===== config.mk =====
export PLATFORM = sky130hd
export DESIGN_NAME = mdc_config_regs
export DESIGN_NICKNAME = d
export VERILOG_FILES = /design/src/mdc_pkg.sv /design/src/mdc_config_regs.sv
export VERILOG_INCLUDE_DIRS = /design/src
export SDC_FILE = /design/constraint.sdc
export NUM_CORES = 1
export LEC_CHECK = 0
export BUFFER_PORTS_ARGS = -buffer_cell sky130_fd_sc_hd__buf_4
export CORE_ASPECT_RATIO = 1.25
export CORE_MARGIN = 1
export CORE_UTILIZATION = 54
export CTS_BUF_LIST = sky130_fd_sc_hd__clkbuf_2
export CTS_CLUSTER_DIAMETER = 30
export DETAILED_ROUTE_END_ITERATION = 10
export PLACE_DENSITY = 0.82
export SLEW_MARGIN = 5
export SYNTH_ARGS = -nofsm -noshare
export SYNTH_HDL_FRONTEND = slang
export SYNTH_SLANG_ARGS = --single-unit

===== constraint.sdc =====
create_clock -name sys_clk -period 2.8 [get_ports sys_clk]
set_clock_uncertainty 0.15 [all_clocks]
set_input_delay 0.42 -clock sys_clk [delete_from_list [all_inputs] [get_ports sys_clk]]
set_output_delay 0.42 -clock sys_clk [all_outputs]
set_load 0.05 [all_outputs]

===== src/mdc_regs.svh =====
/*
 * Offsets, field positions, reset values and timing figures of the
 * motor driver configuration register bank.
 * Assumes inclusion by bare name; definitions only.
 */
`ifndef MDC_REGS_SVH
`define MDC_REGS_SVH

// register offsets (6-bit register address)
`define MDC_ADDR_GATE_DRIVER_CONTROL 6'h22
`define MDC_ADDR_SENSE_AMP_CONTROL 6'h23
`define MDC_ADDR_SYSTEM_CONTROL 6'h3f

// reset values
`define MDC_RST_GATE_DRIVER_CONTROL 16'h0000
`define MDC_RST_SENSE_AMP_CONTROL 16'h0008
`define MDC_RST_SYSTEM_CONTROL 16'h0000

// common field
`define MDC_BIT_PARITY 15

// gate driver control fields
`define MDC_BIT_DELAY_COMP 7
`define MDC_DEAD_MSB 6
`define MDC_DEAD_LSB 4
`define MDC_SLEW_MSB 1
`define MDC_SLEW_LSB 0
`define MDC_GDC_RSVD_MSB 11
`define MDC_GDC_RSVD_LSB 8

// sense amp control fields
`define MDC_BIT_SENSE_EN 3
`define MDC_GAIN_MSB 1
`define MDC_GAIN_LSB 0

// system control fields
`define MDC_KEY_MSB 14
`define MDC_KEY_LSB 12
`define MDC_KEY_VALUE 3'h5
`define MDC_BIT_REG_LOCK 7
`define MDC_BIT_PARITY_EN 6
`define MDC_SYS_RSVD_BIT8 8
`define MDC_SYS_RSVD_MSB 5
`define MDC_SYS_RSVD_LSB 0

// timing
`define MDC_CLK_MHZ 125
`define MDC_DEAD_STEP_NS 200
`define MDC_DEAD_STEP_CYC (((`MDC_DEAD_STEP_NS * `MDC_CLK_MHZ) + 999) / 1000)

`endif


===== src/mdc_pkg.sv =====
/*
 * Types shared by the motor driver configuration register bank.
 * Assumes mdc_regs.svh is on the include path.
 */
package mdc_pkg;

    typedef enum logic {
        MDC_PH_PASS = 1'b0,
        MDC_PH_BLANK = 1'b1
    } mdc_phase_e;

    typedef struct packed {
        logic delay_comp_enable;
        logic [2:0] dead_time_select;
        logic [1:0] slew_rate_select;
        logic sense_amp_enable;
        logic [1:0] sense_amp_gain;
        logic reg_lock;
        logic serial_parity_enable;
    } mdc_cfg_s;

    typedef struct packed {
        logic [2:0] high;
        logic [2:0] low;
    } mdc_gate_s;

endpackage


===== src/mdc_config_regs.sv =====
/*
 * Configuration register bank of a three-phase motor driver: gate driver
 * control, sense amplifier control and system control, plus the per-phase
 * dead-time and delay-compensation gating they steer.
 * Assumes a serial frame decoder in front of it that presents one register
 * access per strobe, synchronous to sys_clk, with parity bit 15 untouched.
 */
//
// Contract
// - with parity enabled bit 15 of each read word carries parity, else zero.
// - gate driver bit 7 enables delay compensation; resets to off.
// - dead-time code zero inserts nothing; only the on/off handshake applies.
// - dead-time codes 1 to 7 insert code times 200 ns.
// - gate driver bits 1:0 select slew rate, codes 0 to 3, reset 0.
// - sense amp bit 3 enables the amplifiers; resets to one.
// - sense amp bits 1:0 select gain, codes 0 to 3, reset 0.
// - system control bit 7 holds register lock; resets unlocked.
// - system control bit 6 enables parity check and generation; resets off.
// - sense amp control sits at 0x23, resets to 0x0008.
// - system control sits at 0x3f, resets to all zeros.
// - with compensation on, edges are delayed to propagation plus dead time.
`timescale 1ns/1ps
`include "mdc_regs.svh"

module mdc_config_regs
    import mdc_pkg::*;
#(
    parameter int PROP_DELAY_NS = 100
) (
    // clock and reset
    input wire logic sys_clk,
    input wire logic arst_n,
    // register access from the serial frame decoder
    input wire logic reg_wr_en,
    input wire logic reg_rd_en,
    input wire logic [5:0] reg_addr,
    input wire logic [15:0] reg_wdata,
    output logic [15:0] reg_rdata,
    output logic reg_rd_valid,
    output logic reg_wr_done,
    output logic reg_wr_rejected,
    // configuration towards the analog stages
    output mdc_cfg_s cfg,
    // phase gate commands in and gated drive out
    input mdc_gate_s gate_cmd,
    output mdc_gate_s gate_drive
);

    localparam int COMP_CYC_I = (PROP_DELAY_NS * `MDC_CLK_MHZ) / 1000;
    // floor of one cycle keeps compensation visible even at a slow clock
    localparam logic [7:0] COMP_CYC = (COMP_CYC_I < 1) ? 8'h01 : 8'(COMP_CYC_I);
    localparam logic [7:0] DEAD_STEP = 8'(`MDC_DEAD_STEP_CYC);

    // even parity over the low fifteen bits
    function automatic logic parity15(input logic [15:0] w);
        parity15 = ^w[14:0];
    endfunction

    function automatic logic [7:0] dead_cycles(input logic [2:0] code);
        dead_cycles = 8'(code * DEAD_STEP);
    endfunction

    // register map decode, shared by the write and read paths
    localparam logic [1:0] SEL_NONE = 2'h0;
    localparam logic [1:0] SEL_GDC = 2'h1;
    localparam logic [1:0] SEL_SAC = 2'h2;
    localparam logic [1:0] SEL_SYC = 2'h3;

    function automatic logic [1:0] reg_sel(input logic [5:0] a);
        case (a)
            `MDC_ADDR_GATE_DRIVER_CONTROL: reg_sel = SEL_GDC;
            `MDC_ADDR_SENSE_AMP_CONTROL: reg_sel = SEL_SAC;
            `MDC_ADDR_SYSTEM_CONTROL: reg_sel = SEL_SYC;
            default: reg_sel = SEL_NONE;
        endcase
    endfunction

    // stored images; bit 15 is never set in them, but reserved bits 11:8 (gate driver) and 8, 5:0 (system) are stored as written
    logic [15:0] gdc;
    logic [15:0] sac;
    logic [15:0] syc;
    logic [15:0] next_gdc;
    logic [15:0] next_sac;
    logic [15:0] next_syc;
    logic [15:0] rdata_q;
    logic [15:0] next_rdata;
    logic rd_valid_q;
    logic wr_done_q;
    logic wr_rej_q;
    logic next_wr_rej;
    logic [15:0] rd_word;
    logic parity_ok;
    logic locked;

    assign locked = syc[`MDC_BIT_REG_LOCK];
    // a frame with bad parity is discarded only while checking is on
    assign parity_ok = !syc[`MDC_BIT_PARITY_EN] ||
                       (reg_wdata[`MDC_BIT_PARITY] == parity15(reg_wdata));

    // a rejected write leaves every register as it was; the host learns of it
    // only through reg_wr_rejected, there is no retry in the bank
    always_comb begin
        next_gdc = gdc;
        next_sac = sac;
        next_syc = syc;
        next_wr_rej = 1'b0;
        if (reg_wr_en) begin
            if (!parity_ok) begin
                next_wr_rej = 1'b1;
            end else begin
                case (reg_sel(reg_addr))
                    SEL_GDC: begin
                        if (locked) begin
                            next_wr_rej = 1'b1;
                        end else begin
                            next_gdc = 16'h0000;
                            next_gdc[`MDC_BIT_DELAY_COMP] = reg_wdata[`MDC_BIT_DELAY_COMP];
                            next_gdc[`MDC_DEAD_MSB:`MDC_DEAD_LSB] =
                                reg_wdata[`MDC_DEAD_MSB:`MDC_DEAD_LSB];
                            next_gdc[`MDC_SLEW_MSB:`MDC_SLEW_LSB] =
                                reg_wdata[`MDC_SLEW_MSB:`MDC_SLEW_LSB];
                            next_gdc[`MDC_GDC_RSVD_MSB:`MDC_GDC_RSVD_LSB] =
                                reg_wdata[`MDC_GDC_RSVD_MSB:`MDC_GDC_RSVD_LSB];
                        end
                    end
                    SEL_SAC: begin
                        if (locked) begin
                            next_wr_rej = 1'b1;
                        end else begin
                            next_sac = 16'h0000;
                            next_sac[`MDC_BIT_SENSE_EN] = reg_wdata[`MDC_BIT_SENSE_EN];
                            next_sac[`MDC_GAIN_MSB:`MDC_GAIN_LSB] =
                                reg_wdata[`MDC_GAIN_MSB:`MDC_GAIN_LSB];
                        end
                    end
                    SEL_SYC: begin
                        // stays writable while locked, otherwise nothing could unlock
                        if (reg_wdata[`MDC_KEY_MSB:`MDC_KEY_LSB] != `MDC_KEY_VALUE) begin
                            next_wr_rej = 1'b1;
                        end else begin
                            next_syc = 16'h0000;
                            next_syc[`MDC_BIT_REG_LOCK] = reg_wdata[`MDC_BIT_REG_LOCK];
                            next_syc[`MDC_BIT_PARITY_EN] = reg_wdata[`MDC_BIT_PARITY_EN];
                            next_syc[`MDC_SYS_RSVD_BIT8] = reg_wdata[`MDC_SYS_RSVD_BIT8];
                            next_syc[`MDC_SYS_RSVD_MSB:`MDC_SYS_RSVD_LSB] =
                                reg_wdata[`MDC_SYS_RSVD_MSB:`MDC_SYS_RSVD_LSB];
                        end
                    end
                    default: begin
                        next_wr_rej = 1'b1;
                    end
                endcase
            end
        end
    end

    // key field is write-only and never stored, so it reads back as zero
    always_comb begin
        case (reg_sel(reg_addr))
            SEL_GDC: rd_word = gdc;
            SEL_SAC: rd_word = sac;
            SEL_SYC: rd_word = syc;
            default: rd_word = 16'h0000;
        endcase
        rd_word[`MDC_BIT_PARITY] = 1'b0;
        // parity follows the enable in force at the read edge, so a read in the
        // same cycle as the enabling write still comes back without it
        next_rdata = rdata_q;
        if (reg_rd_en) begin
            next_rdata = rd_word;
            if (syc[`MDC_BIT_PARITY_EN]) begin
                next_rdata[`MDC_BIT_PARITY] = parity15(rd_word);
            end
        end
    end

    always_ff @(posedge sys_clk or negedge arst_n) begin
        if (!arst_n) begin
            gdc <= `MDC_RST_GATE_DRIVER_CONTROL;
            sac <= `MDC_RST_SENSE_AMP_CONTROL;
            syc <= `MDC_RST_SYSTEM_CONTROL;
            rdata_q <= 16'h0000;
            rd_valid_q <= 1'b0;
            wr_done_q <= 1'b0;
            wr_rej_q <= 1'b0;
        end else begin
            gdc <= next_gdc;
            sac <= next_sac;
            syc <= next_syc;
            rdata_q <= next_rdata;
            rd_valid_q <= reg_rd_en;
            wr_done_q <= reg_wr_en;
            wr_rej_q <= next_wr_rej;
        end
    end

    assign reg_rdata = rdata_q;
    assign reg_rd_valid = rd_valid_q;
    assign reg_wr_done = wr_done_q;
    assign reg_wr_rejected = wr_rej_q;

    // configuration leaves straight from the stored images, no extra stage,
    // so a write is in force from the edge that takes it
    assign cfg.delay_comp_enable = gdc[`MDC_BIT_DELAY_COMP];
    assign cfg.dead_time_select = gdc[`MDC_DEAD_MSB:`MDC_DEAD_LSB];
    assign cfg.slew_rate_select = gdc[`MDC_SLEW_MSB:`MDC_SLEW_LSB];
    assign cfg.sense_amp_enable = sac[`MDC_BIT_SENSE_EN];
    assign cfg.sense_amp_gain = sac[`MDC_GAIN_MSB:`MDC_GAIN_LSB];
    assign cfg.reg_lock = syc[`MDC_BIT_REG_LOCK];
    assign cfg.serial_parity_enable = syc[`MDC_BIT_PARITY_EN];

    // per-phase gating: on any command change both switches go off for the
    // blanking time, then the newest command is applied
    // limitation: a change during blanking does not restart it, so a pulse
    // shorter than the blanking never reaches the switches
    mdc_phase_e ph_st [3];
    mdc_phase_e next_ph_st [3];
    logic [7:0] ph_cnt [3];
    logic [7:0] next_ph_cnt [3];
    logic [1:0] ph_out [3];
    logic [1:0] next_ph_out [3];
    logic [1:0] ph_last [3];
    logic [1:0] next_ph_last [3];
    logic [7:0] blank_cyc;

    // compensation only stretches the blanking to its target; per-edge
    // trimming belongs to the analog stage
    always_comb begin
        blank_cyc = dead_cycles(gdc[`MDC_DEAD_MSB:`MDC_DEAD_LSB]);
        if (gdc[`MDC_BIT_DELAY_COMP]) begin
            blank_cyc = 8'(blank_cyc + COMP_CYC);
        end
    end

    always_comb begin
        logic [1:0] cmd;
        cmd = 2'b00;
        for (int i = 0; i < 3; i++) begin
            // both-on request is never passed: treated as both off
            cmd = {gate_cmd.high[i], gate_cmd.low[i]};
            if (cmd == 2'b11) begin
                cmd = 2'b00;
            end
            next_ph_st[i] = ph_st[i];
            next_ph_cnt[i] = ph_cnt[i];
            next_ph_out[i] = ph_out[i];
            next_ph_last[i] = cmd;
            case (ph_st[i])
                MDC_PH_PASS: begin
                    if (cmd != ph_last[i]) begin
                        if (blank_cyc == 8'h00) begin
                            next_ph_out[i] = cmd;
                        end else begin
                            next_ph_out[i] = 2'b00;
                            next_ph_cnt[i] = blank_cyc;
                            next_ph_st[i] = MDC_PH_BLANK;
                        end
                    end
                end
                MDC_PH_BLANK: begin
                    if (ph_cnt[i] <= 8'h01) begin
                        next_ph_out[i] = cmd;
                        next_ph_cnt[i] = 8'h00;
                        next_ph_st[i] = MDC_PH_PASS;
                    end else begin
                        next_ph_cnt[i] = ph_cnt[i] - 8'h01;
                    end
                end
                default: begin
                    next_ph_st[i] = MDC_PH_PASS;
                    next_ph_out[i] = 2'b00;
                end
            endcase
        end
    end

    always_ff @(posedge sys_clk or negedge arst_n) begin
        if (!arst_n) begin
            for (int i = 0; i < 3; i++) begin
                ph_st[i] <= MDC_PH_PASS;
                ph_cnt[i] <= 8'h00;
                ph_out[i] <= 2'b00;
                ph_last[i] <= 2'b00;
            end
        end else begin
            for (int i = 0; i < 3; i++) begin
                ph_st[i] <= next_ph_st[i];
                ph_cnt[i] <= next_ph_cnt[i];
                ph_out[i] <= next_ph_out[i];
                ph_last[i] <= next_ph_last[i];
            end
        end
    end

    always_comb begin
        for (int i = 0; i < 3; i++) begin
            gate_drive.high[i] = ph_out[i][1];
            gate_drive.low[i] = ph_out[i][0];
        end
    end

endmodule


==> summary.md <==
The run finished with clean final reports. The tools report the yosys synthesis warning count as 0. The tools report the overall fraction of global-route tracks in use as 0.271. Once detail routing completed, the nets flagged for antenna violations numbered 0.

The total number of vias came out at 4056. The number of buffer cells added on primary ports came out at 64. For the clock latency on the worst-skew pair, the log shows 0.54 ns. The share of layout cells above drive strength 1 is 0.252. The logs give 68 for the number of top-level pins and 0 for the final setup violation count.

Synthesis produced 465 cells. The logs give 3.13 ns for the required time of the critical path and 4072 for the number of global-route vias before repair. Sort of element at the end of the critical path: a flip-flop.

The max-cap check violation count was 0. For the worst max-slew margin expressed relative to the limit, the log shows 0.525. The synthesis-to-layout area growth is 26.8%. The signal on the critical path passes through buf_4, or4_1, nand2_1, and3_4, inv_4, ha_4, buf_4, a22oi_1, nor2_1, xnor2_1, xnor3_1, or4_1, nand3_1.

Summed over all cells, the static leakage comes to 2.83 nW. Dividing total power by cell area gives a power density of 757 mW/mm^2. The last weighted congestion value of the routability-driven placer was 0.897. After synthesis the netlist holds a flip-flop and latch count of 77.

The biggest area consumer among synthesized cells is dfrtp_1. The clock period could shrink to 2.70 ns. From left edge to right edge, the die measures 85.6 um. The worst slack on hold paths came out at 0.150 ns. The cell family contributing the most delay on the critical path is simple AND/OR/NAND/NOR gates. Number of search-and-repair iterations in the first detailed-routing pass: 4. The number of cell rows is 37, and the summed instance area of the synthesized netlist is 0.00472 sq mm.

The synthesized area divided by synthesized cell count was 10.1 sq um. The type of element launching the critical path is an input port. The logs give 3.03 ns for the arrival time of data at the critical path endpoint and 0.00260 sq mm for the area of combinational cells with multiple inputs. Number of library cell types mapped by synthesis: 53.

Timing would allow up to 370 MHz. Effective utilization at floorplan: 0.566. Final number of hold-violating endpoints: 0.

In the routed layout, each cell is associated on average with a via count of 5.93. The core region is 0.00833 sq mm. The critical path in this run is classified as input port to flip-flop. The count of buffering cells on the critical path with inverters included works out to 3. Wires add up to 11900 um. The die height was 106 um. The logs give 242 for the number of DRC violations after detailed-routing iteration 0 and 2 for the buffer depth of the longest clock path. The synthesized design contains 0 enable-type register cells. The logs give 590 for the count of fill cells added during filler insertion and 0 for the max-slew violation total from the final report.

Dividing the detail-routed wire length by the instance count gives 17.3 um. The clock net in this run drives a total of 77 sinks. The sequential cells in the finished layout cover a total of 0.00193 sq mm. The logs give 3 for the H-tree level count and 19100 um for the first-pass GRT wire length. The clock edge transition at the registers on the reported setup and hold paths works out to 0.22 ns. The measured slew at the worst slew-check pin is 0.706 ns, and the maximum fanout encountered on the critical timing path is 3. The async set-or-reset flop fraction in the synthesized netlist was 1.00. The number of antenna violations at the first check in global routing is 0, and the number of antenna cells inserted is 0. The final clock period utilization by the worst path works out to 0.965. Detailed placement finished with a half-perimeter wire length of 8340 um. Most common cell after layout, fill and taps aside: buf_4. For this design, the slowest cell found on the critical path is or4_1. For this run, the post-layout net count is 635. The largest stage delay on the critical path is 0.57 ns, and the cell count after placement is 638. The count of cells in the finished layout, fillers not included, comes to 684.

The top flip-flop cell by instance count after synthesis was dfrtp_1. TritonCTS built the clock tree. The area fraction of the dominant cell type after synthesis is 0.403, and the sequential area share after synthesis is 0.409.

The top cell types in the final layout, fill and taps aside, are buf_4, dfrtp_1, mux2i_1. TritonCTS buffer count: 9. Root cell of the clock tree: clkbuf_2. For the total global routing overflow, the log shows 0.

Type of the most critical hold path: input port to flip-flop. The tools report the pin count of the biggest net entering global routing as 78. DRC violation count after routing: 0. The highest ir drop seen on vdd is 0.376 mV. The final core utilization was 0.718; the die area was 0.00912 sq mm.

Yosys attributes the largest share of cell area to dfrtp_1, mux2i_1, ha_1, mux2_1, xnor2_1.
-- worst paths after layout --
path	to	from	depth (start not counted)	slack [ns]
max	reg_rdata[15]	reg_addr[0]	13	0.1
min	reg_wr_rejected	reg_wdata[14]	4	0.15
max reg2reg	ph_cnt[0]	gdc[6]	11	0.12
min reg2reg	syc[5]	syc[5]	1	0.38
max in group asynchronous	sac[3]	arst_n	3	1.89
min in group asynchronous	ph_cnt[10]	arst_n	3	0.26
-- metrics by stage --
stage / TNS, ns / worst slack (ns) / cell area, sq um / total power, mW
6_report: 0 / 0.0987 / 5980 / 4.53
5_1_grt: -0.0899 / -0.0404 / 5980 / 4.83
4_1_cts: 0 / 0.0172 / 5900 / 4.46
3_5_place_dp: -1.48 / -0.417 / 5520 / 3.79
3_3_place_gp: -0.504 / -0.287 / 5520 / 3.68
2_1_floorplan: -0.115 / -0.115 / 4750 / 3.19
-- worst reg2reg max path, cell delays in order, from the launching register on --
cell	delay, ns
dfrtp_1	0.44
ha_1	0.28
inv_1	0.04
ha_2	0.19
ha_4	0.28
nand3_4	0.06
o21a_1	0.21
o211a_4	0.28
a21oi_4	0.21
buf_12	0.14
mux2i_1	0.19
o22ai_1	0.10
-- Yosys cell counts (12+ instances only) --
cell type and instances:
buf_4 12, nand2_1 21, nand3_1 12, o21ai_1 19, dfrtp_1 76, a21oi_1 21
inv_1 30, xnor2_1 17, mux2i_1 35, ha_1 21, o21ai_0 17, mux2_1 23
nor2_1 19
-- kinds of logic (layout without fill, tap and decap cells) --
logic type      after synthesis  in the layout  share of synthesized area
simple gates                109            109                      0.123
flops                        77             77                      0.409
buf+inv                      58            178                     0.0578
fa+ha+maj                    21             21                     0.0557
other cells                   1              3                   0.000795
mux                          61             61                      0.136
compound gates              110            110                      0.153
xor+xnor                     28             28                     0.0655
-- registers in the layout (all words and copies together), names as in the netlist --
register         count
ph_cnt              24
reg_rdata           13
gdc                 10
syc                  9
gate_drive           6
ph_last              6
ph_st                3
sac                  3
reg_rd_valid         1
reg_wr_done          1
reg_wr_rejected      1
-- report_power, final --
group	internal [mW]	switching (mW)
combinational	0.953	1.19
sequential	1.38	0.378
clock	0.207	0.420
total	2.54	1.99
-- per-layer routing --
layer,part of all wire,global-route usage,up-vias
met3,0.043,0.0411,32
met1,0.39,0.305,2005
li1,-,-,1903
met2,0.54,0.495,116
met4,0.030,0.133,0
met5,0,0,-
-- final cells by class --
type / count / area share
Tap cell: 97 / 0.0203
Inverter: 30 / 0.0192
Multi-Input combinational cell: 332 / 0.434
Sequential cell: 77 / 0.322
Timing Repair Buffer: 132 / 0.185
Clock inverter: 6 / 0.0107
Clock buffer: 10 / 0.00837
-- timing repair --
| item | in CTS | in global routing |
|---|---|---|
| resized for setup | 2 | 11 |
| endpoints found under the hold margin | 107 | 0 |
| hold buffers | 24 | 0 |
| pin swaps | 1 | 10 |
| setup buffers | 2 | 4 |
| setup endpoints to repair | 13 | 30 |
No activity file was read; power rests on OpenSTA's default activity.
